==> config.mk <==
export PLATFORM = sky130hd
export DESIGN_NAME = adc_power_mode_serial_out
export DESIGN_NICKNAME = d
export VERILOG_FILES = /design/src/verilog/adc_pm_pkg.sv /design/src/verilog/adc_power_mode_serial_out.sv
export SDC_FILE = /design/constraint.sdc
export NUM_CORES = 1
export LEC_CHECK = 0
export BUFFER_PORTS_ARGS = -buffer_cell sky130_fd_sc_hd__buf_4
export CAP_MARGIN = 0
export CORE_ASPECT_RATIO = 1.2
export CORE_MARGIN = 2
export CORE_UTILIZATION = 35
export CTS_BUF_LIST = sky130_fd_sc_hd__clkbuf_4 sky130_fd_sc_hd__clkbuf_8
export DETAILED_ROUTE_END_ITERATION = 6
export PLACE_DENSITY_LB_ADDON = 0.1
export SYNTH_ARGS = -nofsm -noshare
export SYNTH_HDL_FRONTEND = slang
export SYNTH_SLANG_ARGS = --single-unit
==> constraint.sdc <==
create_clock -name clk_i -period 2.2 [get_ports clk_i]
set_input_delay 0.22 -clock clk_i [delete_from_list [all_inputs] [get_ports clk_i]]
set_output_delay 0.22 -clock clk_i [all_outputs]
set_load 0.01 [all_outputs]
==> src/verilog/adc_pm_pkg.sv <==
// Shared constants and types for the power sequencer and serial result output.
package adc_pm_pkg;
	localparam int RESULT_W = 16;
	localparam logic [4:0] BIT_CNT_RST = 5'h0_0;
	localparam logic [4:0] BIT_CNT_LAST = 5'h0_F;
	localparam logic [2:0] STROBE_CNT_RST = 3'h0;
	localparam logic [2:0] NAP_STROBES = 3'h2;
	localparam logic [2:0] SLEEP_STROBES = 3'h4;
	localparam logic [2:0] WAKE_STROBES = 3'h5;
	localparam logic [2:0] SYNC_RST = 3'h0;
	localparam logic [15:0] RESULT_RST = 16'h0000;
	// Sync stage count for pin inputs.
	localparam int SYNC_STAGES = 3;
	typedef enum logic [1:0] {
		PM_OPERATIONAL,
		PM_NAP,
		PM_SLEEP
	} pm_state_t;
endpackage

==> src/verilog/adc_power_mode_serial_out.sv <==
// Power mode sequencer and dual-lane serial result output of the converter.
//
// What this block does
// - Second strobe rising edge while serial clock idle enters nap.
// - Nap persists until one serial clock rising edge or further strobes.
// - Two more idle strobes while in nap enter sleep.
// - Single-ended mode: one serial clock rising edge wakes from sleep.
// - Fifth strobe of the sequence leaves sleep for operational mode.
// - Serial clock pulses between strobes stop counting toward nap or sleep.
// - Without serial clock pulses, strobes cycle operational, nap, sleep forever.
// - A static select input chooses single-ended or differential interface.
// - Each serial clock falling edge in operational mode shifts next result bit out, MSB first.
// - Echoed data clock drives skew-matched with the data lanes.
// - Single-ended mode drives positive pins only; complementary pins held low.
// - Differential mode drives data and echoed clock as complementary pairs.
// - Strobe rising edge in operational mode starts sampling; falling edge holds and starts conversion.
`timescale 1ns/100ps
module adc_power_mode_serial_out (
	input wire logic clk_i,
	input wire logic rstn_i,
	input wire logic conversion_strobe_i,
	input wire logic serial_clock_p_i,
	input wire logic serial_clock_n_i,
	input wire logic differential_mode_i,
	input wire logic [adc_pm_pkg::RESULT_W-1:0] channel1_result_i,
	input wire logic [adc_pm_pkg::RESULT_W-1:0] channel2_result_i,
	output logic channel1_serial_out_p_o,
	output logic channel1_serial_out_n_o,
	output logic channel2_serial_out_p_o,
	output logic channel2_serial_out_n_o,
	output logic echoed_data_clock_p_o,
	output logic echoed_data_clock_n_o,
	output logic sample_mode_o,
	output logic convert_start_o,
	output adc_pm_pkg::pm_state_t power_state_o,
	output logic wake_from_sleep_o
);
	import adc_pm_pkg::*;

	////////////////////////////////////////////////////////////////////////////////
	// Pin synchronisers.
	// Stage one feeds only stage two; edges are judged once stages two and three agree.

	logic [SYNC_STAGES-1:0] strobe_sync_ff;
	logic [SYNC_STAGES-1:0] sclk_sync_ff;
	logic [SYNC_STAGES-1:0] nxt_strobe_sync;
	logic [SYNC_STAGES-1:0] nxt_sclk_sync;
	logic strobe_lvl_ff;
	logic sclk_lvl_ff;
	logic nxt_strobe_lvl;
	logic nxt_sclk_lvl;
	logic sclk_pin;
	logic strobe_rise;
	logic strobe_fall;
	logic sclk_rise;
	logic sclk_fall;
	logic [SYNC_STAGES-1:0] prime_ff;
	logic [SYNC_STAGES-1:0] nxt_prime;
	logic priming;

	// Returns true when the two settled stages agree on a level differing from the held one.
	function automatic logic settled_change(input logic [SYNC_STAGES-1:0] s, input logic held);
		settled_change = (s[1] == s[2]) && (s[2] != held);
	endfunction

	always_comb begin
		// Serial clock pin choice follows the mode select.
		sclk_pin = differential_mode_i ? (serial_clock_p_i & ~serial_clock_n_i) : serial_clock_p_i;
		nxt_strobe_sync = {strobe_sync_ff[1:0], conversion_strobe_i};
		nxt_sclk_sync = {sclk_sync_ff[1:0], sclk_pin};
		nxt_strobe_lvl = strobe_lvl_ff;
		nxt_sclk_lvl = sclk_lvl_ff;
		strobe_rise = 1'b0;
		strobe_fall = 1'b0;
		sclk_rise = 1'b0;
		sclk_fall = 1'b0;
		nxt_prime = {prime_ff[SYNC_STAGES-2:0], 1'b1};
		priming = ~prime_ff[SYNC_STAGES-1];
		if (priming) begin
			// The held levels restart low, but the serial clock may idle high. Taking the
			// pin level quietly for the first cycles after reset stops a false edge from
			// reaching the sequencer and shifter. An edge inside that short window is lost.
			nxt_strobe_lvl = strobe_sync_ff[1];
			nxt_sclk_lvl = sclk_sync_ff[1];
		end else begin
			if (settled_change(strobe_sync_ff, strobe_lvl_ff)) begin
				nxt_strobe_lvl = strobe_sync_ff[2];
				strobe_rise = strobe_sync_ff[2];
				strobe_fall = ~strobe_sync_ff[2];
			end
			if (settled_change(sclk_sync_ff, sclk_lvl_ff)) begin
				nxt_sclk_lvl = sclk_sync_ff[2];
				sclk_rise = sclk_sync_ff[2];
				sclk_fall = ~sclk_sync_ff[2];
			end
		end
	end

	always_ff @(posedge clk_i or negedge rstn_i) begin
		if (!rstn_i) begin
			strobe_sync_ff <= SYNC_RST;
			sclk_sync_ff <= SYNC_RST;
			strobe_lvl_ff <= 1'b0;
			sclk_lvl_ff <= 1'b0;
			prime_ff <= SYNC_RST;
		end else begin
			strobe_sync_ff <= nxt_strobe_sync;
			sclk_sync_ff <= nxt_sclk_sync;
			strobe_lvl_ff <= nxt_strobe_lvl;
			sclk_lvl_ff <= nxt_sclk_lvl;
			prime_ff <= nxt_prime;
		end
	end

	////////////////////////////////////////////////////////////////////////////////
	// Power mode sequencer.
	// A serial clock rise outranks a strobe rise in the same cycle, so the count is cleared.

	pm_state_t state_ff;
	pm_state_t nxt_state;
	logic [2:0] strobe_cnt_ff;
	logic [2:0] nxt_strobe_cnt;
	logic wake_ff;
	logic nxt_wake;

	always_comb begin
		nxt_state = state_ff;
		nxt_strobe_cnt = strobe_cnt_ff;
		nxt_wake = 1'b0;
		if (sclk_rise) begin
			nxt_strobe_cnt = STROBE_CNT_RST;
			case (state_ff)
				PM_NAP: nxt_state = PM_OPERATIONAL;
				PM_SLEEP: begin
					// Differential sleep does not wake on the clock, which still clears the count; only the fifth strobe wakes it.
					// single-ended wake
					if (!differential_mode_i) begin
						nxt_state = PM_OPERATIONAL;
						nxt_wake = 1'b1;
					end
				end
				default: nxt_state = state_ff;
			endcase
		end else if (strobe_rise) begin
			nxt_strobe_cnt = strobe_cnt_ff + 3'h1;
			case (state_ff)
				PM_OPERATIONAL: begin
					if (nxt_strobe_cnt == NAP_STROBES) begin
						nxt_state = PM_NAP;
					end
				end
				PM_NAP: begin
					if (nxt_strobe_cnt == SLEEP_STROBES) begin
						nxt_state = PM_SLEEP;
					end
				end
				PM_SLEEP: begin
					if (nxt_strobe_cnt >= WAKE_STROBES) begin
						nxt_state = PM_OPERATIONAL;
						nxt_wake = 1'b1;
						nxt_strobe_cnt = STROBE_CNT_RST;
					end
				end
				default: nxt_state = PM_OPERATIONAL;
			endcase
		end
	end

	always_ff @(posedge clk_i or negedge rstn_i) begin
		if (!rstn_i) begin
			state_ff <= PM_OPERATIONAL;
			strobe_cnt_ff <= STROBE_CNT_RST;
			wake_ff <= 1'b0;
		end else begin
			state_ff <= nxt_state;
			strobe_cnt_ff <= nxt_strobe_cnt;
			wake_ff <= nxt_wake;
		end
	end

	////////////////////////////////////////////////////////////////////////////////
	// Sample control and serial shifter.
	// The result words are latched at the strobe falling edge so the shift sees a stable word.

	logic sample_ff;
	logic nxt_sample;
	logic conv_ff;
	logic nxt_conv;
	logic [RESULT_W-1:0] sh1_ff;
	logic [RESULT_W-1:0] sh2_ff;
	logic [RESULT_W-1:0] nxt_sh1;
	logic [RESULT_W-1:0] nxt_sh2;
	logic [4:0] bit_cnt_ff;
	logic [4:0] nxt_bit_cnt;
	logic d1_ff;
	logic d2_ff;
	logic eclk_ff;
	logic nxt_d1;
	logic nxt_d2;
	logic nxt_eclk;

	// True while the sequencer is at full power; sampling and shifting need it.
	function automatic logic is_operational(input pm_state_t s);
		is_operational = (s == PM_OPERATIONAL);
	endfunction

	always_comb begin
		nxt_sample = sample_ff;
		nxt_conv = 1'b0;
		nxt_sh1 = sh1_ff;
		nxt_sh2 = sh2_ff;
		nxt_bit_cnt = bit_cnt_ff;
		nxt_d1 = d1_ff;
		nxt_d2 = d2_ff;
		// Echo takes the new level on the same edge that launches the data bit.
		// echo tracks clock
		nxt_eclk = nxt_sclk_lvl;
		// Sampling and shifting pause outside full power; a word left mid-shift resumes later.
		// rise samples
		if (strobe_rise && is_operational(state_ff)) begin
			nxt_sample = 1'b1;
		end
		if (strobe_fall && sample_ff) begin
			nxt_sample = 1'b0;
			nxt_conv = 1'b1;
			nxt_sh1 = channel1_result_i;
			nxt_sh2 = channel2_result_i;
			nxt_bit_cnt = BIT_CNT_RST;
		end else if (sclk_fall && is_operational(state_ff)) begin
			if (bit_cnt_ff <= BIT_CNT_LAST) begin
				nxt_d1 = sh1_ff[RESULT_W-1];
				nxt_d2 = sh2_ff[RESULT_W-1];
				nxt_sh1 = {sh1_ff[RESULT_W-2:0], 1'b0};
				nxt_sh2 = {sh2_ff[RESULT_W-2:0], 1'b0};
				nxt_bit_cnt = bit_cnt_ff + 5'h0_1;
			end else begin
				// Once all sixteen bits are out the lanes rest low until the next word.
				nxt_d1 = 1'b0;
				nxt_d2 = 1'b0;
			end
		end
		if (!is_operational(state_ff)) begin
			nxt_sample = 1'b0;
		end
	end

	always_ff @(posedge clk_i or negedge rstn_i) begin
		if (!rstn_i) begin
			sample_ff <= 1'b0;
			conv_ff <= 1'b0;
			sh1_ff <= RESULT_RST;
			sh2_ff <= RESULT_RST;
			bit_cnt_ff <= BIT_CNT_RST;
			d1_ff <= 1'b0;
			d2_ff <= 1'b0;
			eclk_ff <= 1'b0;
		end else begin
			sample_ff <= nxt_sample;
			conv_ff <= nxt_conv;
			sh1_ff <= nxt_sh1;
			sh2_ff <= nxt_sh2;
			bit_cnt_ff <= nxt_bit_cnt;
			d1_ff <= nxt_d1;
			d2_ff <= nxt_d2;
			eclk_ff <= nxt_eclk;
		end
	end

	////////////////////////////////////////////////////////////////////////////////
	// Output pins.
	// Data and echo come from flops on the same edge, which keeps their skew matched.

	// Complement pins sit low in single-ended mode, as a pulled-down unused pin would.
	// mode select steers pins
	assign channel1_serial_out_p_o = d1_ff;
	assign channel2_serial_out_p_o = d2_ff;
	assign echoed_data_clock_p_o = eclk_ff;
	assign channel1_serial_out_n_o = differential_mode_i & ~d1_ff;
	assign channel2_serial_out_n_o = differential_mode_i & ~d2_ff;
	assign echoed_data_clock_n_o = differential_mode_i & ~eclk_ff;
	assign sample_mode_o = sample_ff;
	assign convert_start_o = conv_ff;
	assign power_state_o = state_ff;
	assign wake_from_sleep_o = wake_ff;
endmodule
=== After elaboration in Yosys (flattened, before gate mapping) ===
Index checks and enable logic that the tools add are counted.
W data, S select, Z words.

* Multiply operators: 0
* Order comparisons: 2
* Bitwise gates (word level): 11
* Equal/unequal tests: 16
* Divide/modulo/power cells: 0
* Reductions and logical operators: 12
* Muxes and demuxes: 46
* Shifts and indexed selects: 0
* $add $sub $neg: 2

{| class="wikitable"
|+ Operator list
! operator !! number
|-
| $mux W16 || 6
|-
| $mux W1 || 25
|-
| $mux W5 || 3
|-
| $mux W2 || 6
|-
| $mux W3 || 4
|-
| $ne A3 B3 Y1 const B || 4
|-
| $not A1 Y1 || 7
|-
| $ne A3 B1 Y1 const B || 2
|-
| $pmux W2 S3 || 1
|-
| $reduce_and A6 Y1 || 1
|-
| $reduce_bool A2 Y1 || 3
|-
| $add A5 B1 Y5 const B || 1
|-
| $le A5 B4 Y1 const B || 1
|-
| $logic_and A1 B1 Y1 || 5
|-
| $and A1 B1 Y1 || 4
|-
| $ne A2 B1 Y1 const B || 2
|-
| $pmux W2 S2 || 1
|-
| $reduce_and A2 Y1 || 2
|-
| $add A3 B1 Y3 const B || 1
|-
| $eq A3 B2 Y1 const B || 1
|-
| $eq A3 B3 Y1 const B || 1
|-
| $ge A3 B3 Y1 const B || 1
|-
| $eq A1 B1 Y1 || 2
|-
| $eq A2 B1 Y1 const B || 1
|-
| 3 further kinds || 4
|}

* Logic and storage cells: 104
* Memory bits (read-only): 0
* Memories: 0
* Bits in registers: 58
* Bits in writable memories: 0
* Latch bits: 0
* Bits of input ports: 38
* Output and inout bits: 11

=== Depth between registers and ports, before layout ===
* Depth in word-level cells: 8
* Gate-level depth with buffers: 8
* Gate-level depth less buffers: 6

=== Worst setup path before layout ===
OpenSTA, ideal clock, no wires.

* Path type: register to register
* Start: reg bit_cnt_ff[0]
* End: reg sh1_ff[10]
* Data required time: 2118 ps
* Cell stages (with the launch flop): 8
* Period minus slack after synthesis: 1836 ps
* Path buffers: 1
* Arrival time: 1754 ps
* Slack: 364 ps
* Library setup time: 82 ps
* Cell sequence: dfrtp_1 -> ha_1 -> and3_1 -> ha_1 -> o2111ai_4 -> clkbuf_1 -> nand2_1 -> a31oi_1

* Cells in the longest elaborated chain, start to end: 3

{| class="wikitable"
|+ Ends and longest elaborated chain
! element !! line !! RTL
|-
| start, declared || adc_power_mode_serial_out.sv:193 || <nowiki>logic [4:0] bit_cnt_ff;</nowiki>
|-
| start signal, assigned || adc_power_mode_serial_out.sv:262 || <nowiki>bit_cnt_ff <= nxt_bit_cnt;</nowiki>
|-
| $le A5 B4 Y1 || adc_power_mode_serial_out.sv:230 || <nowiki>if (bit_cnt_ff <= BIT_CNT_LAST) begin</nowiki>
|-
| $reduce_bool A2 Y1 (no source line) || - ||
|-
| $reduce_and A2 Y1 (no source line) || - ||
|-
| end signal, assigned || adc_power_mode_serial_out.sv:260 || <nowiki>sh1_ff <= nxt_sh1;</nowiki>
|-
| end, declared || adc_power_mode_serial_out.sv:189 || <nowiki>logic [RESULT_W-1:0] sh1_ff;</nowiki>
|}

No other way between the ends.
A chain may end at the register's enable or synchronous reset.

=== Final worst setup path ===
* Start: reg bit_cnt_ff[0]
* End: reg sh2_ff[12]

* Cells in the longest elaborated chain, start to end: 3

{| class="wikitable"
|+ Ends and longest elaborated chain
! element !! line !! RTL
|-
| $le A5 B4 Y1 || adc_power_mode_serial_out.sv:230 ||
|-
| $reduce_bool A2 Y1 (no source line) || - ||
|-
| $reduce_and A2 Y1 (no source line) || - ||
|-
| end signal, assigned || adc_power_mode_serial_out.sv:261 || <nowiki>sh2_ff <= nxt_sh2;</nowiki>
|-
| end, declared || adc_power_mode_serial_out.sv:190 || <nowiki>logic [RESULT_W-1:0] sh2_ff;</nowiki>
|}

No other way between the ends.

==> impl_metrics.tcl <==
set metrics [dict create \
    p_leak_nw 1.619 \
    io_pins 49 \
    drt_pre_antenna_iters 4 \
    worstSetupPathType "register to register" \
    cp.arrival_ps 2220 \
    hold_class "input port to register" \
    rows 34 \
    grt_max_degree 59 \
    layout_common_cells "dfrtp_1, buf_4, a21oi_1" \
    track_usage_pct 14.85 \
    utilization_pct 46.14 \
    power_per_cell_area_nw_per_um2 1077 \
    irDropWorstVdd_uv 620.1 \
    drt_wl_total_um 5713 \
    hpwl_um 3809 \
    start_kind "register" \
    synth.distinct_cells 38 \
    synthTopCellsByArea "dfrtp_1, a21oi_1, nand2_1" \
    port_buffers 48 \
    htreeDepth 3 \
    grt_pass1_wl_um 9970 \
    power.total_mw 3.657 \
    setup_viol 0 \
    drv_cap 0 \
    drt_iter0_drc 124 \
    skew_ps 9.393 \
    cts_tree "done" \
    fin_nets 384 \
    tritoncts.num_buffers 9 \
    wl_per_cell_um 13.13 \
    ys_warn_count 0 \
    die_area_um2 8376 \
    final_common_cell "dfrtp_1" \
    grt_pass1_vias 2217 \
    cts.repair.resized 0 \
    die_y_um 99.86 \
    crit_fanout 27 \
    drc 0 \
    clkSlewWorstSetupHoldPaths_ps 70 \
    initial_utilization_pct 36.42 \
    maxSlewViolCount 0 \
    antenna_found_initial 0 \
    yosysSeqAreaShare_pct 54.15 \
    fin_area_um2 3396 \
    async_flop_share_pct 100.0 \
    stdcell_count 435 \
    syn-num-nets 332 \
    grt_overflow_total 0 \
    antenna_left 0 \
    die_w_um 83.88 \
    postSynthCellCount 288 \
    dpl-instance-area_um2 3153 \
    synth_flop_cell "dfrtp_1" \
    cp-end-kind "register" \
    core-area_um2 7360 \
    drt-vias-per-instance 4.880 \
    cts_buffer_depth 2 \
    drive_above_1_share_pct 22.61 \
    clock_sinks 58 \
    period_needed_ps 2007 \
    holdBufCountCts 2 \
    diodes 0 \
    place_congestion 0.7118 \
    synth_largest_area_cell "dfrtp_1" \
    synth_top_cell_area_share_pct 54.15 \
    root_buffer "clkbuf_8" \
    crit_required_ps 2410 \
    tightest_slew_ps 727.7 \
    fmax_mhz 498.2 \
    insertion_delay_ps 330 \
    synth_edf_count 0 \
    synth_area_um2 2680 \
    syn_area_per_cell_um2 9.306 \
    slew_headroom_pct 51.49 \
    finalHoldViolations 0 \
    fin_crit_sh_pct 91.24 \
    post_cts.repair.setup_buffers 0 \
    ys_ff_latch 58 \
    rsz0062_at_grt "no" \
    syn2layout_area_growth_pct 26.70 \
    fin_setup_tns_ps 0 \
    status "complete, no violations" \
    dp_cells 417 \
    vias 2123 \
]
## per-layer routing
layer / GRT usage, % / wire (um) / vias to the layer above
met5: 0 / 0 / -
met4: 7.072 / 103 / 0
met3: 2.467 / 169 / 9
met2: 24.92 / 2714 / 40
met1: 18.77 / 2726 / 992
li1: - / - / 1082
## metrics by stage
| step | setup slack (ps) | hold slack [ps] |
|---|---|---|
| floorplan | 363.9 | -75.59 |
| global placement | 251.0 | 330.6 |
| detailed placement | 208.4 | 333.9 |
| CTS | 198.6 | 63.61 |
| global route | 51.06 | 68.72 |
| finish | 192.8 | 78.32 |
## registers in the layout (all words and copies together), names as in the netlist, 2 cells and up
name / cells
sh1_ff: 16
sh2_ff: 16
bit_cnt_ff: 5
prime_ff: 3
sclk_sync_ff: 3
strobe_cnt_ff: 3
strobe_sync_ff: 3
power_state_o: 2
## cell usage after synthesis (2+ instances only)
library cell	instances
dfrtp_1	58
a21oi_1	52
nand2_1	51
nor2_1	40
clkbuf_1	10
a31oi_1	9
inv_1	7
ha_1	6
o21ai_0	6
buf_6	4
nor2b_1	4
a22o_1	3
and3_1	3
buf_2	3
nand2b_1	3
nand3_1	3
and4b_1	2
nor3b_1	2
or2_2	2
or3_1	2
## worst paths after layout
path / from / to / slack, ps / cells past startpoint
max in group asynchronous: rstn_i / sh2_ff[15] / 1230 / 2
worst min register to register: prime_ff[1] / prime_ff[2] / 350 / 0
min in group asynchronous: rstn_i / sh1_ff[6] / 490 / 2
worst min-delay path: serial_clock_n_i / sclk_sync_ff[0] / 80 / 2
worst max register to register: bit_cnt_ff[0] / sh2_ff[12] / 190 / 7
worst max-delay path: bit_cnt_ff[0] / sh2_ff[12] / 190 / 7
## report_power, final
group	internal, mW	switching, mW	total (mW)
registers	1.46	0.257	1.72
logic	0.435	0.405	0.840
clock network	0.677	0.423	1.10
## cell type report
class	instances	area, um2
clock buffers	11	145.1
fillers	750	3964
inverters	7	26.28
well taps	90	112.6
repair buffers	59	485.5
multi-input cells	205	1097
clock inverters	5	77.57
flip-flops and latches	58	1451
## critical path, cell delays in order, from the launching register on
cell and delay [ps]:
dfrtp_1 420, ha_1 220, and3_1 140, ha_1 230, o2111a_1 400, buf_12 220, a21oi_1 160, a21oi_1 80
## kinds of logic (layout without fill, tap and decap cells)
group                    Yosys count  after routing  share of synthesized area (%)
AO/OA/AOI/OAI                     79             79                          17.74
adder cells (fa/ha/maj)            6              6                          2.801
buffers and inverters             25             82                          4.902
flip-flops                        58             58                          54.15
XOR/XNOR                           1              1                         0.3269
other                              1              1                         0.1399
AND/OR/NAND/NOR                  118            118                          19.93
(Power assumes the default switching activity.)
